File: src/shared/gdc_defs.svh
`ifndef GDC_DEFS_SVH
`define GDC_DEFS_SVH

// ****************************************
// command bytes
// ****************************************
`define GDC_CMD_CH1_SETPOINT 8'h40
`define GDC_CMD_CH2_SETPOINT 8'h42
`define GDC_CMD_CH1_K_PARAM 8'h44
`define GDC_CMD_CH2_K_PARAM 8'h46
`define GDC_CMD_CH1_DAC_DIRECT 8'h48
`define GDC_CMD_CH1_DAC_THRU 8'h4a
`define GDC_CMD_CH2_DAC_DIRECT 8'h4c
`define GDC_CMD_CH2_DAC_THRU 8'h4e
`define GDC_CMD_CAL_CTRL_WR 8'h5e
`define GDC_CMD_ALARM_CFG_WR 8'h3e
`define GDC_CMD_ALARM_CFG_RD 8'hbe

// ****************************************
// field positions and reset values
// ****************************************
`define GDC_CODE_MSB 11
`define GDC_CAL_CH2_SHORT_BIT 4
`define GDC_CAL_CH1_SHORT_BIT 3
`define GDC_CAL_TRACK_BIT 2
`define GDC_CAL_ONCE_BIT 1
`define GDC_CAL_PERIODIC_BIT 0
`define GDC_ALARM_CFG_MSB 5
`define GDC_CODE_RESET 12'h000
`define GDC_ALARM_CFG_RESET 6'h00

// ****************************************
// timing
// ****************************************
`define GDC_CLK_FREQ_MHZ 200
`define GDC_CAL_PERIOD_MS 15
`define GDC_CAL_RESTART_MS 13
`define GDC_CAL_PERIOD_CYC (`GDC_CAL_PERIOD_MS * 1000 * `GDC_CLK_FREQ_MHZ)
`define GDC_CAL_RESTART_CYC (`GDC_CAL_RESTART_MS * 1000 * `GDC_CLK_FREQ_MHZ)
`define GDC_CAL_RUN_CYC 256

`endif

File: src/shared/gdc_pkg.sv
package gdc_pkg;

  // calibration control bits as stored
  typedef struct packed {
    logic ch2_input_short;
    logic ch1_input_short;
    logic track;
    logic run_calibration_once;
    logic periodic_calibration;
  } gdc_cal_ctrl_t;

  // channel 1 alarm enables and window modes, bit order as written
  typedef struct packed {
    logic ch1_gate_volt_alarm_en;
    logic ch1_gate_volt_window;
    logic ch1_temp_alarm_en;
    logic ch1_temp_window;
    logic ch1_sense_alarm_en;
    logic ch1_sense_window;
  } gdc_alarm_cfg_t;

  typedef enum logic [1:0] {
    GDC_CAL_IDLE = 2'b00,
    GDC_CAL_WAIT = 2'b01,
    GDC_CAL_RUN = 2'b10
  } gdc_cal_state_t;

endpackage : gdc_pkg

File: src/hdl/gdc_regs.sv
`include "gdc_defs.svh"

// Function
// - setpoint write starts calculation, loads per select
// - setpoint commands 40h and 42h
// - low twelve bits kept, reset zero
// - K commands 44h and 46h, no reset
// - K used for sources 010,101,110,111
// - K acts as index or multiplier
// - direct write stores; transfer bit moves output
// - direct commands 48h and 4Ch, reset zero
// - write-through 4Ah/4Eh updates input and output
// - host DAC write overrides calculated code
// - bit 4 shorts channel 2 amplifier
// - bit 3 shorts channel 1 amplifier
// - bit 2 picks acquisition or tracking
// - one-shot bit runs calibration, self-clears
// - one-shot with periodic restarts 13ms timer
// - periodic bit repeats calibration every 15ms
// - alarm enable bits 5,3,1
// - window mode bits 4,2,0
// - calibration control command 5Eh
// - alarm config write 3Eh, read BEh
module gdc_regs
  import gdc_pkg::*;
#(
  parameter int unsigned CAL_PERIOD_CYC = `GDC_CAL_PERIOD_CYC,
  parameter int unsigned CAL_RESTART_CYC = `GDC_CAL_RESTART_CYC,
  parameter int unsigned CAL_RUN_CYC = `GDC_CAL_RUN_CYC
) (
  // clock and reset
  input wire logic clk_sys,
  input wire logic rst,
  // command write and read from the serial decoder
  input wire logic wr_en,
  input wire logic [7:0] wr_cmd,
  input wire logic [15:0] wr_data,
  input wire logic rd_en,
  input wire logic [7:0] rd_cmd,
  output logic [15:0] rd_data_ff,
  output logic rd_valid_ff,
  // configuration from the software configuration and load registers
  input wire logic [1:0] load_select,
  input wire logic [1:0][2:0] k_source_select,
  input wire logic [1:0] k_mult_mode,
  input wire logic [1:0] dac_transfer_bit,
  // code calculation handshake, index 0 is channel 1
  output logic [1:0] calc_start_ff,
  output logic [1:0][11:0] setpoint_code_ff,
  output logic [1:0][11:0] k_parameter_ff,
  output logic [1:0] k_index_en_ff,
  output logic [1:0] k_mult_en_ff,
  input wire logic [1:0] calc_done,
  input wire logic [1:0][11:0] computed_dac_code,
  // dac registers
  output logic [1:0][11:0] dac_input_ff,
  output logic [1:0][11:0] dac_output_ff,
  // calibration and alarm controls
  output gdc_cal_ctrl_t cal_ctrl_ff,
  output logic cal_active_ff,
  output logic cal_tracking_ff,
  output gdc_alarm_cfg_t alarm_cfg_ff
);

  // ****************************************
  // per channel code registers
  // ****************************************
  localparam logic [7:0] CMD_SP [2] = '{`GDC_CMD_CH1_SETPOINT, `GDC_CMD_CH2_SETPOINT};
  localparam logic [7:0] CMD_K [2] = '{`GDC_CMD_CH1_K_PARAM, `GDC_CMD_CH2_K_PARAM};
  localparam logic [7:0] CMD_DIR [2] = '{`GDC_CMD_CH1_DAC_DIRECT, `GDC_CMD_CH2_DAC_DIRECT};
  localparam logic [7:0] CMD_THR [2] = '{`GDC_CMD_CH1_DAC_THRU, `GDC_CMD_CH2_DAC_THRU};

  logic [11:0] wr_code;
  logic [1:0] wr_sp, wr_k, wr_dir, wr_thr;

  assign wr_code = wr_data[`GDC_CODE_MSB:0]; // top nibble is don't care

  for (genvar g = 0; g < 2; g++) begin : g_ch
    assign wr_sp[g] = wr_en && (wr_cmd == CMD_SP[g]);
    assign wr_k[g] = wr_en && (wr_cmd == CMD_K[g]);
    assign wr_dir[g] = wr_en && (wr_cmd == CMD_DIR[g]);
    assign wr_thr[g] = wr_en && (wr_cmd == CMD_THR[g]);

    // setpoint store and calculation kick, one pulse per write
    always_ff @(posedge clk_sys) begin
      if (rst) begin
        setpoint_code_ff[g] <= `GDC_CODE_RESET;
        calc_start_ff[g] <= 1'b0;
      end else begin
        calc_start_ff[g] <= wr_sp[g];
        if (wr_sp[g]) begin
          setpoint_code_ff[g] <= wr_code;
        end
      end
    end

    // k parameter has no reset value, so it is never cleared
    always_ff @(posedge clk_sys) begin
      if (wr_k[g]) begin
        k_parameter_ff[g] <= wr_code;
      end
    end

    // k usage decode kept combinational so the flops below see only non-blocking updates
    logic use_k;
    always_comb begin
      use_k = 1'b0;
      case (k_source_select[g])
        3'b010, 3'b101, 3'b110, 3'b111: use_k = 1'b1;
        default: use_k = 1'b0;
      endcase
    end

    // k usage flags follow the live source selection
    always_ff @(posedge clk_sys) begin
      if (rst) begin
        k_index_en_ff[g] <= 1'b0;
        k_mult_en_ff[g] <= 1'b0;
      end else begin
        k_index_en_ff[g] <= use_k && !k_mult_mode[g];
        k_mult_en_ff[g] <= use_k && k_mult_mode[g];
      end
    end

    // host writes sit above the calculated code so a same-cycle result cannot undo them
    always_ff @(posedge clk_sys) begin
      if (rst) begin
        dac_input_ff[g] <= `GDC_CODE_RESET;
      end else if (wr_dir[g] || wr_thr[g]) begin
        dac_input_ff[g] <= wr_code;
      end else if (calc_done[g]) begin
        dac_input_ff[g] <= computed_dac_code[g];
      end
    end

    // output register: write-through, then calculation, then transfer
    always_ff @(posedge clk_sys) begin
      if (rst) begin
        dac_output_ff[g] <= `GDC_CODE_RESET;
      end else if (wr_thr[g]) begin
        dac_output_ff[g] <= wr_code;
      end else if (calc_done[g] && load_select[g] && !wr_dir[g]) begin
        dac_output_ff[g] <= computed_dac_code[g];
      end else if (dac_transfer_bit[g]) begin
        dac_output_ff[g] <= dac_input_ff[g];
      end
    end

  end

  // ****************************************
  // calibration control
  // ****************************************
  logic wr_cal;
  logic cal_end;
  gdc_cal_state_t cal_state_ff;
  logic [31:0] cal_tmr_ff;

  assign wr_cal = wr_en && (wr_cmd == `GDC_CMD_CAL_CTRL_WR);
  assign cal_end = (cal_state_ff == GDC_CAL_RUN) && (cal_tmr_ff == 32'h0000_0000);

  // stored bits; one-shot clears when its run ends unless rewritten that cycle
  always_ff @(posedge clk_sys) begin
    if (rst) begin
      cal_ctrl_ff <= '0;
    end else if (wr_cal) begin
      // bits above the channel 2 short field are simply not stored
      cal_ctrl_ff.ch2_input_short <= wr_data[`GDC_CAL_CH2_SHORT_BIT];
      cal_ctrl_ff.ch1_input_short <= wr_data[`GDC_CAL_CH1_SHORT_BIT];
      cal_ctrl_ff.track <= wr_data[`GDC_CAL_TRACK_BIT];
      cal_ctrl_ff.run_calibration_once <= wr_data[`GDC_CAL_ONCE_BIT];
      cal_ctrl_ff.periodic_calibration <= wr_data[`GDC_CAL_PERIODIC_BIT];
    end else if (cal_end) begin
      cal_ctrl_ff.run_calibration_once <= 1'b0;
    end
  end

  // sequencer: one timer counts the run length and the gap between runs
  always_ff @(posedge clk_sys) begin
    if (rst) begin
      cal_state_ff <= GDC_CAL_IDLE;
      cal_tmr_ff <= 32'h0000_0000;
      cal_tracking_ff <= 1'b0;
    end else begin
      case (cal_state_ff)
        GDC_CAL_IDLE: begin
          if (cal_ctrl_ff.run_calibration_once) begin
            cal_state_ff <= GDC_CAL_RUN;
            cal_tmr_ff <= 32'(CAL_RUN_CYC - 1);
            cal_tracking_ff <= cal_ctrl_ff.track;
          end else if (cal_ctrl_ff.periodic_calibration) begin
            cal_state_ff <= GDC_CAL_WAIT;
            cal_tmr_ff <= 32'(CAL_PERIOD_CYC - 1);
          end
        end
        GDC_CAL_WAIT: begin
          if (cal_ctrl_ff.run_calibration_once || cal_tmr_ff == 32'h0000_0000) begin
            cal_state_ff <= GDC_CAL_RUN;
            cal_tmr_ff <= 32'(CAL_RUN_CYC - 1);
            cal_tracking_ff <= cal_ctrl_ff.track;
          end else if (!cal_ctrl_ff.periodic_calibration) begin
            cal_state_ff <= GDC_CAL_IDLE; // periodic bit dropped: stop the timer
          end else begin
            cal_tmr_ff <= cal_tmr_ff - 32'h0000_0001;
          end
        end
        GDC_CAL_RUN: begin
          if (cal_tmr_ff != 32'h0000_0000) begin
            cal_tmr_ff <= cal_tmr_ff - 32'h0000_0001;
          end else if (cal_ctrl_ff.periodic_calibration) begin
            cal_state_ff <= GDC_CAL_WAIT;
            // a commanded run restarts the timer on the shorter gap
            cal_tmr_ff <= cal_ctrl_ff.run_calibration_once ?
              32'(CAL_RESTART_CYC - 1) : 32'(CAL_PERIOD_CYC - 1);
          end else begin
            cal_state_ff <= GDC_CAL_IDLE;
          end
        end
        default: begin
          cal_state_ff <= GDC_CAL_IDLE;
        end
      endcase
    end
  end

  // run flag mirrors the sequencer state as a clean output
  always_ff @(posedge clk_sys) begin
    if (rst) begin
      cal_active_ff <= 1'b0;
    end else begin
      cal_active_ff <= (cal_state_ff == GDC_CAL_RUN);
    end
  end

  // ****************************************
  // alarm configuration and read back
  // ****************************************
  always_ff @(posedge clk_sys) begin
    if (rst) begin
      alarm_cfg_ff <= `GDC_ALARM_CFG_RESET;
    end else if (wr_en && wr_cmd == `GDC_CMD_ALARM_CFG_WR) begin
      alarm_cfg_ff <= wr_data[`GDC_ALARM_CFG_MSB:0];
    end
  end

  // only the alarm configuration reads back; other read commands return zero
  always_ff @(posedge clk_sys) begin
    if (rst) begin
      rd_data_ff <= 16'h0000;
      rd_valid_ff <= 1'b0;
    end else begin
      rd_valid_ff <= rd_en;
      if (rd_en) begin
        rd_data_ff <= (rd_cmd == `GDC_CMD_ALARM_CFG_RD) ?
          {10'h000, alarm_cfg_ff} : 16'h0000;
      end
    end
  end
endmodule : gdc_regs

File: config.mk
export PLATFORM = sky130hd
export DESIGN_NAME = gdc_regs
export DESIGN_NICKNAME = d
export VERILOG_FILES = /design/src/shared/gdc_pkg.sv /design/src/hdl/gdc_regs.sv
export VERILOG_INCLUDE_DIRS = /design/src /design/src/shared
export SDC_FILE = /design/constraint.sdc
export NUM_CORES = 1
export LEC_CHECK = 0
export ABC_AREA = 1
export BUFFER_PORTS_ARGS = -buffer_cell sky130_fd_sc_hd__buf_2
export CAP_MARGIN = 20
export CORE_MARGIN = 4
export CORE_UTILIZATION = 40
export CTS_CLUSTER_DIAMETER = 100
export DETAILED_ROUTE_END_ITERATION = 16
export HOLD_SLACK_MARGIN = 0.08
export SLEW_MARGIN = 20
export SYNTH_ARGS = -nofsm -noshare
export SYNTH_HDL_FRONTEND = slang
export SYNTH_SLANG_ARGS = --single-unit
File: constraint.sdc
create_clock -name clk_sys -period 4.6 [get_ports clk_sys]
set_clock_uncertainty 0.2 [all_clocks]
set_input_delay 0.46 -clock clk_sys [delete_from_list [all_inputs] [get_ports clk_sys]]
set_output_delay 0.46 -clock clk_sys [all_outputs]
set_load 0.005 [all_outputs]
==> metrics.md <==
| Metric | Value |
|---|---|
| Synth cell types | 44 |
| Global-route wire length before repair | 39.3 mm |
| Top layer in use | met5 |
| Largest net degree at the start of global routing | 49 |
| Vias in the first global route | 7275 |
| CP Cell Sequence | inv_1 > ha_1 > inv_1 > nor2_1 > nand2_1 > nor2_4 > nand2_4 > nand4_2 > nand2_1 > nor2_2 > buf_4 > nand2_2 > nor2_1 > nor2_1 |
| Post-Route WL | 25.2 mm |
| Synthesis Warnings | 0 |
| Drt via density | 4.99 |
| Core area | 19400 µm² |
| CTS Buffer Depth | 2 |
| Startpoint Class | flop |
| Slew Viols, Final | 0 |
| Worst slew pin tran | 0.896 ns |
| Num rows | 51 |
| Post-Syn Area | 7880 µm² |
| Register area share after synthesis | 0.427 |
| Wire per inst | 16.2 µm |
| TritonCTS Buffers | 17 |
| Detail Route met3 WL | 2.02 mm |
| Vias after detailed routing | 7755 |
| Clock latency on the worst-skew pair | 0.43 ns |
| Max stage delay on crit path | 0.52 ns |
| Die Ht | 148 µm |
| FMAX | 328 MHz |
| Starting DRT DRC Count | 429 |
| Asr flop ratio synth | 0 |
| Synth Area per Inst | 7.11 µm² |
| Post-synth EDFFs | 24 |
| Routability cong. | 0.906 |
| Layout cells sized above 1 | 0.220 |
| Bufs and invs on worst path | 3 |
| Peak VDD IR | 230 µV |
| Non-filler cells in the finished layout | 1553 |
| Worst-path clk slew | 0.07 ns |
| CP max-delay cell | nor2_2 |
| Die footprint | 22000 µm² |
| Number of I/O pins | 206 |
| # DRC | 0 |
| RSZ-0062 raised after global routing | no |
| Clock root cell | clkbuf_16 |
| IO buf count | 191 |
| Crit path DAT | 3.17 ns |
| Max_cap viols | 0 |
| Status | finished clean |
| Sink Count | 156 |
| Initial Util | 0.406 |
| Dpl hpwl | 18.2 mm |
| Final period util | 0.664 |
| Min Tclk post-route | 3.05 ns |
| Met1 wire length | 10.5 mm |
| Total power | 4.94 mW |
| Hold Fails Final Rpt | 0 |
| Data required, critical path | 4.71 ns |
| First-pass DRT Iterations | 5 |
| Delay-heaviest family, CP | simple AND/OR/NAND/NOR gates |
| FILL cells | 2009 |
| Htree depth | 4 |
| Worst Setup End Kind | flop |
| Pwr dens | 518 nW/µm² |
| Die width | 148 µm |
| Synthesis-to-finish area growth | 21.0% |
| Top FF cell, synth | dfxtp_1 |
| Final ANT Viol Nets | 0 |
| TritonCTS clock tree | done |
| Setup TNS | 0 ns |
| R2R setup slack | 1.55 ns |
| Total gr overflow | 0 |
| Met2 wire len | 12.1 mm |
| Initial antenna violation count | 2 |
| Post-Place Cells | 1518 |
| Worst Path Max Fanout | 24 |
| Worst hold path class | in2reg |
| Lkg Pwr | 4.44 nW |
| Commonest non-fill, non-tap cell in the layout | nand2_1 |
| Critical path type | reg2reg |
| Yosys reg bits | 156 |
| Overall routing resource usage | 0.227 |
| Post-Synthesis Cells | 1107 |
| CP dominant cell by count | nor2_1 |
| Slew headroom | 0.394 |
| Most frequent cells in the layout | 238 x nand2_1, 191 x buf_2, 133 x inv_1 |
| Finish-stage setup viols | 0 |
| Final nets | 1355 |
where the power goes:
| group | switching, mW | internal [mW] |
|---|---|---|
| clock | 0.616 | 0.772 |
| combinational | 1.31 | 0.609 |
| sequential | 0.120 | 1.51 |
| total | 2.05 | 2.89 |
metal layers:
layer,vias up,track usage
met5,-,0
met4,4,0.0702
met2,250,0.380
met1,3557,0.280
li1,3918,-
met3,26,0.0713
final cells by class:
| type | count | area [µm²] | share of cell area |
|---|---|---|---|
| clock inverter | 13 | 126 | 0.0133 |
| inverter | 145 | 544 | 0.0571 |
| timing repair buffer | 197 | 1010 | 0.106 |
| tap | 265 | 332 | 0.0348 |
| multi-input combinational | 757 | 3710 | 0.390 |
| sequential | 156 | 3360 | 0.353 |
| antenna | 1 | 2.50 | 0.000263 |
| clock buffer | 19 | 443 | 0.0465 |
worst paths after layout:
kind,startpoint,to,cells after the start
max,cal_tmr_ff[0],cal_tmr_ff[19],14
min,computed_dac_code[20],dac_input_ff[20],3
max reg2reg,cal_tmr_ff[0],cal_tmr_ff[19],14
min reg2reg,setpoint_code_ff[1],setpoint_code_ff[1],2
cell usage after synthesis, drive strengths merged, types with 7 or more instances:
cell	count	area, µm²
nand2	250	978
inv	144	541
nor2	134	566
dfxtp	132	2640
a21oi	111	571
o21ai	95	475
nand3	55	313
clkbuf	37	141
o211ai	26	195
a31oi	24	150
edfxtp	24	721
buf	21	151
xor2	12	105
nor3	11	70.1
nand4	10	68.8
ha	7	87.6
stage by stage:
step	instance area [µm²]	setup WS [ns]	hold WS, ns	utilization
floorplan	7910	2.61	0.240	-
global placement	8930	1.59	0.230	0.461
CTS	9520	1.58	0.0953	0.491
global route	9530	1.31	0.0956	0.491
finish	9530	1.55	0.110	0.491
detailed placement	8930	1.53	0.233	0.461
tightest hold or removal path: stages:
cell and delay (ns):
buf_2 0.10, nand2_1 0.06, a31oi_1 0.07
cells by family (layout without fill, tap and decap cells):
family | Yosys count | after routing | synth area share
and+or+nand+nor | 468 | 468 | 0.261
AOI/OAI and AO/OA | 259 | 259 | 0.180
buffers and inverters | 203 | 374 | 0.106
DFF | 156 | 156 | 0.427
xor gates and xnor gates | 13 | 13 | 0.0145
adders and majority gates | 7 | 7 | 0.0111
other | 1 | 11 | 0.000476
what timing repair did:
action / 4_1_cts / 5_1_grt
endpoints found under the hold margin: 4 / 0
gates resized for setup: 0 / 0
setup endpoints to repair: 0 / 0
hold buffers: 2 / 0
buffers inserted: 0 / 0
sequential cells by signal, summed over array words and instances, names as in the netlist:
name              cells
cal_tracking_ff       1
k_index_en_ff         2
k_mult_en_ff          2
dac_output_ff        24
dac_input_ff         24
cal_ctrl_ff           5
cal_active_ff         1
setpoint_code_ff     24
calc_start_ff         2
alarm_cfg_ff          6
rd_data_ff            6
rd_valid_ff           1
k_parameter_ff       24
cal_state_ff          2
cal_tmr_ff           32
No activity file was read; power rests on OpenSTA's default activity.
